===== config.mk =====
export PLATFORM = sky130hd
export DESIGN_NAME = fscsc_top
export DESIGN_NICKNAME = d
export VERILOG_FILES = /design/src/design/fscsc_pkg.sv /design/src/design/fscsc_sync2.sv /design/src/design/fscsc_smooth_scale.sv /design/src/design/fscsc_top.sv
export SDC_FILE = /design/constraint.sdc
export NUM_CORES = 1
export LEC_CHECK = 0
export BUFFER_PORTS_ARGS = -buffer_cell sky130_fd_sc_hd__buf_2
export CAP_MARGIN = 30
export CORE_UTILIZATION = 35
export CTS_BUF_LIST = sky130_fd_sc_hd__clkbuf_16
export DETAILED_ROUTE_END_ITERATION = 6
export PLACE_DENSITY_LB_ADDON = 0.3
export SLEW_MARGIN = 5
export SYNTH_ARGS = -nofsm -noshare
export SYNTH_HDL_FRONTEND = slang
export SYNTH_HIERARCHICAL = 1
export SYNTH_SLANG_ARGS = --single-unit

===== constraint.sdc =====
create_clock -name aclk -period 14.18 [get_ports aclk]
set_input_delay 0.709 -clock aclk [delete_from_list [all_inputs] [get_ports aclk]]
set_output_delay 0.709 -clock aclk [all_outputs]
set_load 0.005 [all_outputs]

===== src/design/fscsc_pkg.sv =====
// Package of constants and types for the fan smoothing and core sleep configuration block.
package fscsc_pkg;

  // ----------------------------------------------------------------
  // Register map
  // ----------------------------------------------------------------
  localparam int ADDR_W = 8;
  localparam logic [7:0] CFG_ADDR = 8'h10;
  localparam logic [7:0] STATUS_ADDR = 8'h20;
  localparam logic [7:0] MASK_ADDR = 8'h24;
  localparam logic [7:0] STATE_ADDR = 8'h28;
  localparam logic [7:0] CFG_RESET = 8'h00;
  localparam logic [7:0] CFG_WMASK = 8'hC7;
  localparam logic [1:0] EVT_RESET = 2'h0;

  // ----------------------------------------------------------------
  // Field positions
  // ----------------------------------------------------------------
  localparam int CFG_SLOW_LSB = 0;
  localparam int CFG_SLEEP_GATE = 6;
  localparam int CFG_EXTRA = 7;
  localparam int EVT_LOW_ENTER = 0;
  localparam int EVT_LOW_EXIT = 1;

  // ----------------------------------------------------------------
  // Smoothing arithmetic and responses
  // ----------------------------------------------------------------
  localparam int NUM_CH = 3;
  localparam int BASE_W = 12;
  localparam int EFF_W = 16;
  localparam int SLOW_SHIFT = 2;
  // 713/512 = 1.3926, the closest ninth-power-of-two ratio to 1.392.
  localparam logic [9:0] EXTRA_MUL = 10'h2C9;
  localparam int EXTRA_SHIFT = 9;
  localparam int SYNC_W = 2;
  localparam logic [1:0] RESP_OKAY = 2'h0;
  localparam logic [1:0] RESP_DECERR = 2'h3;

  typedef struct packed {
    logic awvalid;
    logic [ADDR_W-1:0] awaddr;
    logic wvalid;
    logic [31:0] wdata;
    logic [3:0] wstrb;
    logic bready;
    logic arvalid;
    logic [ADDR_W-1:0] araddr;
    logic rready;
  } fscsc_axil_req_t;

  typedef struct packed {
    logic awready;
    logic wready;
    logic bvalid;
    logic [1:0] bresp;
    logic arready;
    logic rvalid;
    logic [31:0] rdata;
    logic [1:0] rresp;
  } fscsc_axil_rsp_t;

  function automatic logic fscsc_mapped(input logic [ADDR_W-1:0] a);
    return (a == CFG_ADDR) || (a == STATUS_ADDR) || (a == MASK_ADDR) || (a == STATE_ADDR);
  endfunction

endpackage


===== src/design/fscsc_sync2.sv =====
// Two-stage synchroniser for the pin inputs of the block.
`timescale 1ns/1ps
`default_nettype none
module fscsc_sync2 (
  input wire logic aclk,
  input wire logic aresetn,
  input wire logic [fscsc_pkg::SYNC_W-1:0] pin_in,
  output logic [fscsc_pkg::SYNC_W-1:0] pin_sync
);

  typedef struct packed {
    logic [fscsc_pkg::SYNC_W-1:0] meta;
    logic [fscsc_pkg::SYNC_W-1:0] stable;
  } fscsc_sync_state_t;

  fscsc_sync_state_t s_q;
  fscsc_sync_state_t s_d;

  always_comb begin
    s_d.meta = pin_in;
    s_d.stable = s_q.meta;
  end

  always_ff @(posedge aclk) begin
    if (!aresetn) begin
      s_q <= '0;
    end else begin
      s_q <= s_d;
    end
  end

  assign pin_sync = s_q.stable;

endmodule
`default_nettype wire


===== src/design/fscsc_smooth_scale.sv =====
// Scales one channel's programmed smoothing time by the stretch options.
`timescale 1ns/1ps
`default_nettype none
module fscsc_smooth_scale (
  input wire logic aclk,
  input wire logic aresetn,
  input wire logic [fscsc_pkg::BASE_W-1:0] base_time,
  input wire logic slow,
  input wire logic extra,
  output logic [fscsc_pkg::EFF_W-1:0] eff_time
);

  typedef struct packed {
    logic [fscsc_pkg::EFF_W-1:0] eff;
  } fscsc_scale_state_t;

  fscsc_scale_state_t s_q;
  fscsc_scale_state_t s_d;
  logic [13:0] stretched;
  logic [23:0] product;
  localparam int EFF_W = fscsc_pkg::EFF_W;

  always_comb begin
    stretched = slow ? {base_time, 2'b00} : {2'b00, base_time};
    product = 24'(stretched) * 24'(fscsc_pkg::EXTRA_MUL);
    s_d.eff = extra ? EFF_W'(product >> fscsc_pkg::EXTRA_SHIFT) : {2'b00, stretched};
  end

  always_ff @(posedge aclk) begin
    if (!aresetn) begin
      s_q <= '0;
    end else begin
      s_q <= s_d;
    end
  end

  assign eff_time = s_q.eff;

  a_slow_times_four: assert property (@(posedge aclk) disable iff (!aresetn)
    (slow && !extra) |=> eff_time == {2'b00, $past(base_time), 2'b00})
    else $error("Stretched smoothing time is not four times the base.");
  a_plain_passes: assert property (@(posedge aclk) disable iff (!aresetn)
    (!slow && !extra) |=> eff_time == {4'h0, $past(base_time)})
    else $error("Unstretched smoothing time differs from the base.");
  a_both_combine: assert property (@(posedge aclk) disable iff (!aresetn)
    (slow && extra && base_time == 12'h100) |=> eff_time == 16'h0592)
    else $error("Combined stretch does not apply both factors.");

endmodule
`default_nettype wire


===== src/design/fscsc_top.sv =====
// Configuration register for fan smoothing and core-voltage sleep gating, with AXI4-Lite access.
`timescale 1ns/1ps
`default_nettype none
module fscsc_top (
  input wire logic aclk,
  input wire logic aresetn,
  input wire fscsc_pkg::fscsc_axil_req_t s_axil_req,
  output fscsc_pkg::fscsc_axil_rsp_t s_axil_rsp,
  input wire logic config_lock,
  input wire logic [7:0] core_voltage_input,
  input wire logic [7:0] core_voltage_low_limit,
  input wire logic standby_supply_pin,
  input wire logic processor_hot_input,
  input wire logic alert_enable,
  input wire logic spin_up_done,
  input wire logic [fscsc_pkg::NUM_CH-1:0][fscsc_pkg::BASE_W-1:0] smooth_base_time,
  output logic [fscsc_pkg::NUM_CH-1:0][fscsc_pkg::EFF_W-1:0] smooth_eff_time,
  output logic core_low_status,
  output logic bus_alert,
  output logic processor_hot_monitor_en,
  output logic processor_hot_seen,
  output logic spin_up_req,
  output logic irq
);

  // ----------------------------------------------------------------
  // State
  // ----------------------------------------------------------------
  typedef struct packed {
    fscsc_pkg::fscsc_axil_rsp_t rsp;
    logic aw_have;
    logic [fscsc_pkg::ADDR_W-1:0] aw_addr;
    logic w_have;
    logic [31:0] w_data;
    logic [3:0] w_strb;
    logic [7:0] cfg;
    logic [1:0] status;
    logic [1:0] mask;
    logic core_low;
    logic alert;
    logic hot_en;
    logic hot_seen;
    logic spin_up;
    logic irq;
  } fscsc_state_t;

  fscsc_state_t q;
  fscsc_state_t n;
  logic [fscsc_pkg::SYNC_W-1:0] pins_sync;
  logic standby_sync;
  logic hot_sync;
  logic condition;
  logic [1:0] evt_set;
  logic [1:0] evt_clr;
  logic [31:0] rd_word;

  // ----------------------------------------------------------------
  // Pin synchronisers
  // ----------------------------------------------------------------
  fscsc_sync2 u_sync (
    .aclk(aclk),
    .aresetn(aresetn),
    .pin_in({processor_hot_input, standby_supply_pin}),
    .pin_sync(pins_sync)
  );

  assign standby_sync = pins_sync[0];
  assign hot_sync = pins_sync[1];

  // ----------------------------------------------------------------
  // Smoothing scalers, one per temperature channel
  // ----------------------------------------------------------------
  genvar ch;
  generate
    for (ch = 0; ch < fscsc_pkg::NUM_CH; ch++) begin : g_ch
      fscsc_smooth_scale u_scale (
        .aclk(aclk),
        .aresetn(aresetn),
        .base_time(smooth_base_time[ch]),
        .slow(q.cfg[fscsc_pkg::CFG_SLOW_LSB + ch]),
        .extra(q.cfg[fscsc_pkg::CFG_EXTRA]),
        .eff_time(smooth_eff_time[ch])
      );
    end
  endgenerate

  // ----------------------------------------------------------------
  // Next-state logic
  // ----------------------------------------------------------------
  always_comb begin
    n = q;
    evt_clr = 2'h0;
    rd_word = 32'h0000_0000;

    // Gating is only armed on standby power; on main power the low reading is a real fault elsewhere.
    condition = q.cfg[fscsc_pkg::CFG_SLEEP_GATE] && standby_sync
                && (core_voltage_input < core_voltage_low_limit);
    evt_set = 2'h0;
    evt_set[fscsc_pkg::EVT_LOW_ENTER] = condition && !q.core_low;
    evt_set[fscsc_pkg::EVT_LOW_EXIT] = q.core_low && !condition;

    n.core_low = condition;
    n.alert = condition && alert_enable;
    n.hot_en = !condition;
    n.hot_seen = hot_sync && !condition;
    if (q.spin_up && spin_up_done) begin
      n.spin_up = 1'b0;
    end
    if (q.core_low && !condition) begin
      n.spin_up = 1'b1;
    end

    // Write path: address and data may arrive in either order.
    if (q.rsp.bvalid && s_axil_req.bready) begin
      n.rsp.bvalid = 1'b0;
    end
    if (s_axil_req.awvalid && q.rsp.awready) begin
      n.aw_have = 1'b1;
      n.aw_addr = s_axil_req.awaddr;
    end
    if (s_axil_req.wvalid && q.rsp.wready) begin
      n.w_have = 1'b1;
      n.w_data = s_axil_req.wdata;
      n.w_strb = s_axil_req.wstrb;
    end
    if (n.aw_have && n.w_have && !n.rsp.bvalid) begin
      n.aw_have = 1'b0;
      n.w_have = 1'b0;
      n.rsp.bvalid = 1'b1;
      n.rsp.bresp = fscsc_pkg::fscsc_mapped(n.aw_addr) ? fscsc_pkg::RESP_OKAY : fscsc_pkg::RESP_DECERR;
      if (n.w_strb[0]) begin
        if (n.aw_addr == fscsc_pkg::CFG_ADDR && !config_lock) begin
          n.cfg = n.w_data[7:0] & fscsc_pkg::CFG_WMASK;
        end
        if (n.aw_addr == fscsc_pkg::MASK_ADDR) begin
          n.mask = n.w_data[1:0];
        end
      end
    end
    n.rsp.awready = !n.aw_have && !n.rsp.bvalid;
    n.rsp.wready = !n.w_have && !n.rsp.bvalid;

    // Read path: one-cycle answer, status clears on the read.
    if (q.rsp.rvalid && s_axil_req.rready) begin
      n.rsp.rvalid = 1'b0;
    end
    if (s_axil_req.arvalid && q.rsp.arready) begin
      unique case (s_axil_req.araddr)
        fscsc_pkg::CFG_ADDR: begin
          rd_word[7:0] = q.cfg;
        end
        fscsc_pkg::STATUS_ADDR: begin
          rd_word[1:0] = q.status;
          evt_clr = 2'h3;
        end
        fscsc_pkg::MASK_ADDR: begin
          rd_word[1:0] = q.mask;
        end
        fscsc_pkg::STATE_ADDR: begin
          rd_word[4:0] = {config_lock, q.spin_up, q.alert, !q.hot_en, q.core_low};
        end
        default: begin
          rd_word = 32'h0000_0000;
        end
      endcase
      n.rsp.rvalid = 1'b1;
      n.rsp.rdata = rd_word;
      n.rsp.rresp = fscsc_pkg::fscsc_mapped(s_axil_req.araddr) ? fscsc_pkg::RESP_OKAY : fscsc_pkg::RESP_DECERR;
    end
    n.rsp.arready = !n.rsp.rvalid;

    // A fresh event beats the read that clears it, so nothing is lost.
    n.status = (q.status & ~evt_clr) | evt_set;
    n.irq = |(n.status & n.mask);
  end

  // ----------------------------------------------------------------
  // State register
  // ----------------------------------------------------------------
  always_ff @(posedge aclk) begin
    if (!aresetn) begin
      q <= '0;
      q.cfg <= fscsc_pkg::CFG_RESET;
      q.status <= fscsc_pkg::EVT_RESET;
      q.mask <= fscsc_pkg::EVT_RESET;
      q.hot_en <= 1'b1;
    end else begin
      q <= n;
    end
  end

  // ----------------------------------------------------------------
  // Outputs
  // ----------------------------------------------------------------
  assign s_axil_rsp = q.rsp;
  assign core_low_status = q.core_low;
  assign bus_alert = q.alert;
  assign processor_hot_monitor_en = q.hot_en;
  assign processor_hot_seen = q.hot_seen;
  assign spin_up_req = q.spin_up;
  assign irq = q.irq;

  // ----------------------------------------------------------------
  // Checks
  // ----------------------------------------------------------------
  a_reset_clears_cfg: assert property (@(posedge aclk)
    !aresetn |=> q.cfg == 8'h00)
    else $error("Config register is not zero after reset.");

  a_lock_freezes_cfg: assert property (@(posedge aclk) disable iff (!aresetn)
    config_lock |=> q.cfg == $past(q.cfg))
    else $error("Config register changed while locked.");

  a_low_sets_flag: assert property (@(posedge aclk) disable iff (!aresetn)
    (q.cfg[6] && standby_sync && core_voltage_input < core_voltage_low_limit) |=> core_low_status)
    else $error("Core-voltage-low flag not set.");

  a_low_needs_gate: assert property (@(posedge aclk) disable iff (!aresetn)
    !q.cfg[6] |=> !core_low_status)
    else $error("Core-voltage-low flag set with gating off.");

  a_alert_gated: assert property (@(posedge aclk) disable iff (!aresetn)
    bus_alert |-> core_low_status && $past(alert_enable))
    else $error("Bus alert raised without enabled low condition.");

  a_hot_suspended: assert property (@(posedge aclk) disable iff (!aresetn)
    core_low_status |-> !processor_hot_monitor_en && !processor_hot_seen)
    else $error("Processor-hot monitoring active during low condition.");

  a_spin_on_recover: assert property (@(posedge aclk) disable iff (!aresetn)
    $fell(core_low_status) |-> spin_up_req && processor_hot_monitor_en)
    else $error("Recovery did not resume monitoring and start spin-up.");

  a_spin_holds: assert property (@(posedge aclk) disable iff (!aresetn)
    (spin_up_req && !spin_up_done) |=> spin_up_req)
    else $error("Spin-up request dropped before completion.");

  a_enter_event: assert property (@(posedge aclk) disable iff (!aresetn)
    $rose(core_low_status) |-> q.status[0] ##1 q.status[0] || $past(s_axil_req.arvalid))
    else $error("Entry event not recorded in status.");

  a_write_answer: assert property (@(posedge aclk) disable iff (!aresetn)
    (s_axil_req.awvalid && s_axil_rsp.awready && s_axil_req.wvalid && s_axil_rsp.wready) |=> s_axil_rsp.bvalid)
    else $error("Write response missing after address and data.");

  a_bresp_stands: assert property (@(posedge aclk) disable iff (!aresetn)
    (s_axil_rsp.bvalid && !s_axil_req.bready) |=> s_axil_rsp.bvalid && $stable(s_axil_rsp.bresp))
    else $error("Write response dropped before it was taken.");

  a_read_answer: assert property (@(posedge aclk) disable iff (!aresetn)
    (s_axil_req.arvalid && s_axil_rsp.arready) |=> s_axil_rsp.rvalid)
    else $error("Read data missing after address.");

  a_rdata_stands: assert property (@(posedge aclk) disable iff (!aresetn)
    (s_axil_rsp.rvalid && !s_axil_req.rready) |=> s_axil_rsp.rvalid && $stable(s_axil_rsp.rdata))
    else $error("Read data changed before it was taken.");

  a_cfg_only_written: assert property (@(posedge aclk) disable iff (!aresetn)
    $changed(q.cfg) |-> $rose(s_axil_rsp.bvalid) && !$past(config_lock))
    else $error("Config register changed outside an unlocked write.");

  a_reserved_zero: assert property (@(posedge aclk) disable iff (!aresetn)
    q.cfg[5:3] == 3'h0)
    else $error("Reserved config bits are not zero.");

  a_gate_off_standby: assert property (@(posedge aclk) disable iff (!aresetn)
    !standby_sync |=> !core_low_status)
    else $error("Core-voltage-low flag set on main power.");

  a_status_sticky: assert property (@(posedge aclk) disable iff (!aresetn)
    (q.status[0] && !(s_axil_req.arvalid && s_axil_req.araddr == fscsc_pkg::STATUS_ADDR)) |=> q.status[0])
    else $error("Entry event lost without a status read.");

  a_alert_when_enabled: assert property (@(posedge aclk) disable iff (!aresetn)
    (condition && alert_enable) |=> bus_alert)
    else $error("Bus alert missing for enabled low condition.");

  a_alert_off_disabled: assert property (@(posedge aclk) disable iff (!aresetn)
    !alert_enable |=> !bus_alert)
    else $error("Bus alert raised while disabled.");

  a_low_needs_below: assert property (@(posedge aclk) disable iff (!aresetn)
    (core_voltage_input >= core_voltage_low_limit) |=> !core_low_status)
    else $error("Core-voltage-low flag held above the limit.");

  a_hot_resumes: assert property (@(posedge aclk) disable iff (!aresetn)
    !core_low_status |-> processor_hot_monitor_en)
    else $error("Processor-hot monitoring not resumed.");

  a_hot_follows_pin: assert property (@(posedge aclk) disable iff (!aresetn)
    (hot_sync && !condition) |=> processor_hot_seen)
    else $error("Processor-hot input not seen while monitoring.");

  a_spin_needs_exit: assert property (@(posedge aclk) disable iff (!aresetn)
    $rose(spin_up_req) |-> $past(core_low_status))
    else $error("Spin-up started without a recovery.");

  a_spin_ends: assert property (@(posedge aclk) disable iff (!aresetn)
    (spin_up_req && spin_up_done && !core_low_status) |=> !spin_up_req)
    else $error("Spin-up request held after completion.");

  a_exit_event: assert property (@(posedge aclk) disable iff (!aresetn)
    $fell(core_low_status) |-> q.status[1])
    else $error("Exit event not recorded in status.");

endmodule
`default_nettype wire


==> impl_metrics.tcl, run 1 <==
set metrics [dict create \
    drtAntennaViolNets 0 \
    ys_types 93 \
    drc 0 \
    ios 211 \
    hold_violations 0 \
    synth_edf_count 0 \
    cts_sinks 94 \
    first_iter_violations 391 \
    ys_async_sr_fraction_pct 0 \
    cpMostUsedCell "ha_1" \
    cts_root_buffer "clkbuf_16" \
    relSlewSlack_pct 45.5 \
    holdBufCountCts 0 \
    place_congestion 0.859 \
    fp.dieW_um 181 \
    fillers 3216 \
    critPathCaptureType "flip-flop" \
    period_share_pct 39.5 \
    port_buffers 152 \
    first_pass_iters 4 \
    fin_setup_tns_ns 0 \
    cp.required_ns 14.44 \
    hold_path.class "reg -> reg" \
    period_needed_ns 5.60 \
    setup_violations 0 \
    drv_cap 0 \
    p_total_mw 1.52 \
    antenna_found_initial 2 \
    post_drt_wl_per_cell_um 15.3 \
    r2r_slack_ns 8.58 \
    drive_gt1_share_pct 16.5 \
    status "finished, final reports clean" \
    hold_end "processor_hot_seen" \
    rsz0062_at_grt "no" \
    slowest_stage "dfxtp_1" \
    cp_max_fo 16 \
    rows 65 \
    start_kind "flip-flop" \
    yosysSeqAreaShare_pct 16.7 \
    dieArea_um2 32900 \
    worstSetupPathType "reg -> reg" \
    synth_top_area_cell "ha_1" \
    skew_ns 0.0187 \
    cts_setup_buffers 0 \
    cts_buffers 9 \
    leakage_nw 6.67 \
    cp_num_buf_inv 3 \
    fin_ws_ns 8.58 \
    area_growth_pct 11.2 \
    min_delay_path_depth 2 \
    start_util_pct 35.6 \
    wirelength_mm 27.4 \
    final_cells 1789 \
    cts_buffer_depth 2 \
    nNetsFinal 1785 \
    post_synth_inst_count 1257 \
    core_area_um2 31600 \
    grt_pass1_wl_mm 44.5 \
    hpwl_mm 22.7 \
    r2r_cells 16 \
    max_freq_ghz 0.178 \
    ys_seq_elements 94 \
    crit_family "adder cells" \
    post-place-cells 1771 \
    slowest_delay_ns 0.78 \
    yosysWarnings 6 \
    cp_cell_sequence "mux2i_1, inv_1, ha_1, fa_1, inv_1, fa_1, inv_1, ha_1, ha_1, ha_1, a21o_1, a21o_1, a221oi_2, a21oi_1, or3_1, a32o_1" \
    ys.flop_type "dfxtp_1" \
    pre_cts_ws_ns 8.56 \
    clk_pin_slew_ns 0.08 \
    netlist.area_leader.share_pct 23.8 \
    ir_worst_vdd_v 0.0000661 \
    cts_resized 0 \
    synth_area_um2 11200 \
    first_global_vias 8558 \
    min-delay-start "u_sync/pin_sync[1]" \
    r2r_start "q[12]" \
    layout_common_cells "222 x inv_1, 214 x ha_1, 152 x buf_2" \
    worstPathArrival_ns 5.86 \
    synth_area_per_cell_um2 8.95 \
    via_per_inst 4.94 \
    hold_ws_ns 0.412 \
    p_per_area_nw_per_um2 122 \
    track_usage_pct 17.1 \
    clk_latency_ns 0.37 \
    die_y_um 181 \
    timing.rr.end "g_ch[2].u_scale/eff_time[13]" \
    overflow 0 \
    cts_tree "yes" \
    mostFrequentLayoutCell "inv_1" \
    grt_max_degree 62 \
    drv_slew 0 \
    htreeDepth 3 \
    synthTopCellsByArea "ha_1 24%, dfxtp_1 17%, fa_1 13%" \
    vias 8841 \
    worst_pin_slew_ns 0.817 \
]
==> tightest hold or removal path: cells and delay by family, from the launching register on <==
family	cells	cell delay, ns
AND/OR/NAND/NOR	2	0.09
flip-flops	1	0.30
==> kinds of logic (layout without fill, tap and decap cells) <==
group	after synthesis	after routing	share of synthesized area, %
other	4	30	0.133
DFF	94	94	16.7
and+or+nand+nor	269	269	12.7
AOI/OAI and AO/OA	223	223	14.2
buffers and inverters	291	395	11.4
xor gates and xnor gates	33	33	2.57
muxes	54	54	5.09
adders and majority gates	289	289	37.2
==> area by class of cell <==
type,count,area [um^2],share of cell area (%)
Clock inverter,7,88.8,0.710
Clock buffer,9,225,1.80
Antenna cell,2,5.00,0.0400
Multi-Input combinational cell,896,8180,65.3
Sequential cell,94,1880,15.1
Tap cell,402,503,4.02
Timing Repair Buffer,157,798,6.38
Inverter,222,833,6.66
==> worst max-delay path by stage <==
| stage | from | endpoint | slack, ns | depth (start not counted) |
|---|---|---|---|---|
| after floorplan | q[10] | g_ch[0].u_scale/eff_time[13] | 9.11 | 17 |
| after global placement | q[12] | g_ch[2].u_scale/eff_time[13] | 8.60 | 16 |
| after detailed placement | q[12] | g_ch[2].u_scale/eff_time[13] | 8.56 | 16 |
| after CTS | q[12] | g_ch[2].u_scale/eff_time[13] | 8.56 | 16 |
| after global routing | q[12] | g_ch[2].u_scale/eff_time[14] | 8.32 | 16 |
| final | q[12] | g_ch[2].u_scale/eff_time[13] | 8.58 | 16 |
==> where the power goes <==
group          switching [mW]  internal, mW  leakage, nW  total [mW]
sequential            0.00347         0.274        0.772       0.278
combinational           0.578         0.394         5.74       0.972
clock                   0.117         0.154        0.155       0.271
==> cells in the mapped netlist, types with 16 or more instances <==
library cell / number
xnor2_1: 28
nand3_1: 23
dfxtp_1: 94
nor2b_1: 21
inv_1: 221
a21o_1: 19
a21oi_1: 43
ha_1: 214
clkbuf_1: 16
fa_1: 75
o21ai_0: 36
nor2_1: 38
nand2_1: 78
buf_4: 45
mux2i_1: 31
and2_1: 16
mux2_2: 21
==> sequential cells by signal (all words and copies together) (netlist names) <==
register / cells
u_sync/s_d: 2
s_axil_rsp: 14
processor_hot_monitor_en: 1
q: 25
core_low_status: 1
irq: 1
g_ch.u_scale/eff_time: 45
bus_alert: 1
spin_up_req: 1
processor_hot_seen: 1
u_sync/pin_sync: 2
==> metal layers <==
layer	global-route usage, %	part of all wire (%)	vias up
met4	5.12	1.7	0
met1	23.1	48	4193
met3	1.96	3.5	27
li1	-	-	4450
met5	0	0	-
met2	28.6	47	171
==> per-stage QoR <==
step,util (%),area [um^2]
floorplan,-,11300
global placement,38.6,12200
detailed placement,38.6,12200
CTS,39.6,12500
global route,39.7,12500
finish,39.7,12500
Note: power is estimated with default switching activity, not from simulation.
==> run 2, diff against run 1 <==
==> constraint.sdc (replaced) <==
create_clock -name aclk -period 4.8 [get_ports aclk]
set_input_delay 0.24 -clock aclk [delete_from_list [all_inputs] [get_ports aclk]]
set_output_delay 0.24 -clock aclk [all_outputs]
set_load 0.005 [all_outputs]
==> run 2 against run 1 <==
Net effect:
- count of clock-buffer cells in the layout stayed put
- hold slack worse by 0.34 ns
- non-clock buffer count is 139 higher
- sequential share of layout area is 1.9 points lower
- combinational power grew to 4.4 times the previous value
- final area is 15% higher
- critical path depth is 1 higher
- die area stayed put
- power grew to 3.8 times the previous value
- first-iteration DRC count is 14% lower
==> impl_metrics.tcl, run 2 (synthesis results as in run 1) <==
set metrics [dict create \
    status "finished, final reports clean" \
    cts_sinks 94 \
    largest_register_ffs 45 \
    post_drt_wl_per_cell_um 15.6 \
    grt.met2_usage_pct 31.5 \
    fin_setup_tns_ns 0 \
    ir_worst_vdd_v 0.000201 \
    via_per_inst 4.94 \
    worstPathArrival_ns 4.96 \
    fp.dieW_um 181 \
    ios 211 \
    p_per_area_nw_per_um2 400 \
    vias 9511 \
    worst_pin_slew_ns 0.614 \
    cp.required_ns 5.04 \
    worstSetupPathType "reg -> reg" \
    period_needed_ns 4.72 \
    hold_violations 0 \
    core_area_um2 31600 \
    max_freq_ghz 0.212 \
    rsz0062_at_grt "yes" \
    area_growth_pct 27.8 \
    diodes 0 \
    drv_slew 0 \
    post-place-cells 1905 \
    cts_buffer_depth 2 \
    p_total_mw 5.75 \
    holdBufCountCts 0 \
    wirelength_mm 30.0 \
    cp_max_fo 5 \
    grt_use_met3_pct 2.54 \
    skew_ns 0.0116 \
    mostFrequentLayoutCell "inv_1" \
    hold_path.class "in -> reg" \
    hold_ws_ns 0.0746 \
    antenna_found_initial 0 \
    drive_gt1_share_pct 30.7 \
    cts_root_buffer "clkbuf_16" \
    start_kind "flip-flop" \
    cts_buffers 9 \
    drv_cap 0 \
    period_share_pct 98.3 \
    grt_pass1_wl_mm 47.7 \
    critPathCaptureType "flip-flop" \
    drtAntennaViolNets 0 \
    relSlewSlack_pct 58.5 \
    place_congestion 0.851 \
    layout_common_cells "206 x inv_1, 180 x ha_1, 152 x buf_2" \
    first_iter_violations 338 \
    first_global_vias 9427 \
    htreeDepth 3 \
    dieArea_um2 32900 \
    first_pass_iters 4 \
    top_usage_layer "met2" \
    use_met1_pct 23.9 \
    clk_pin_slew_ns 0.07 \
    drc 0 \
    cts_tree "yes" \
    port_buffers 152 \
    clk_latency_ns 0.37 \
    leakage_nw 7.42 \
    nNetsFinal 1924 \
    final_cells 1926 \
    rows 65 \
    die_y_um 181 \
    track_usage_pct 18.3 \
    start_util_pct 35.6 \
    overflow 0 \
    fillers 3061 \
    hpwl_mm 25.0 \
    setup_violations 0 \
    grt_max_degree 36 \
]
run 2: worst paths after layout:
path | startpoint | to | slack [ns] | cells past startpoint
worst max-delay path | q[10] | g_ch[0].u_scale/eff_time[14] | 0.08 | 17
worst min-delay path | standby_supply_pin | u_sync/s_d[0] | 0.07 | 2
worst min register to register | u_sync/s_d[0] | u_sync/pin_sync[0] | 0.43 | 1
worst max register to register | q[10] | g_ch[0].u_scale/eff_time[14] | 0.08 | 17
run 2: worst max-delay path, stage by stage, from the launching register on:
cell,delay (ns)
dfxtp_4,0.40
buf_12,0.14
mux2_4,0.33
buf_6,0.13
ha_4,0.21
fa_2,0.57
fa_1,0.42
ha_1,0.30
inv_1,0.05
fa_1,0.49
inv_2,0.05
ha_4,0.27
o21ai_2,0.06
or4_4,0.50
a211oi_4,0.25
o31a_2,0.20
o211a_1,0.17
nor3_2,0.05
run 2: power by group:
group / total [mW] / switching [mW] / leakage [nW] / internal, mW
clock: 0.680 / 0.333 / 0.124 / 0.347
sequential: 0.820 / 0.0106 / 0.774 / 0.809
combinational: 4.25 / 2.18 / 6.52 / 2.07
total: 5.75 / 2.52 / 7.42 / 3.23
run 2: what timing repair did:
item	in CTS	in global routing
buffers inserted	0	4
endpoints found under the setup margin	19	33
pin swaps	3	48
cloned	0	1
endpoints found under the hold margin	0	0
gates resized for setup	20	123
run 2: metal layers:
layer  part of all wire, %  vias up
met2                    49      161
met1                    46     4594
met3                   3.2       28
met4                   1.5        0
li1                      -     4728
met5                     0        -
run 2: area by class of cell:
cell class / instances / area [um^2] / share of cell area [%]
Tap cell: 402 / 503 / 3.50
Inverter: 222 / 833 / 5.80
Sequential cell: 94 / 1890 / 13.2
Multi-Input combinational cell: 896 / 8960 / 62.4
Timing Repair Buffer: 296 / 1910 / 13.3
Clock buffer: 9 / 225 / 1.57
Clock inverter: 7 / 40.0 / 0.279
run 2: metrics by stage:
stage	area, um^2	util (%)	worst slack (ns)
final	14400	45.5	0.0820
after global routing	14400	45.5	-0.0568
after CTS	13600	43.0	0.00464
after detailed placement	13200	42.0	-0.200
after global placement	13200	42.0	-0.176
after floorplan	11400	-	0.0000635
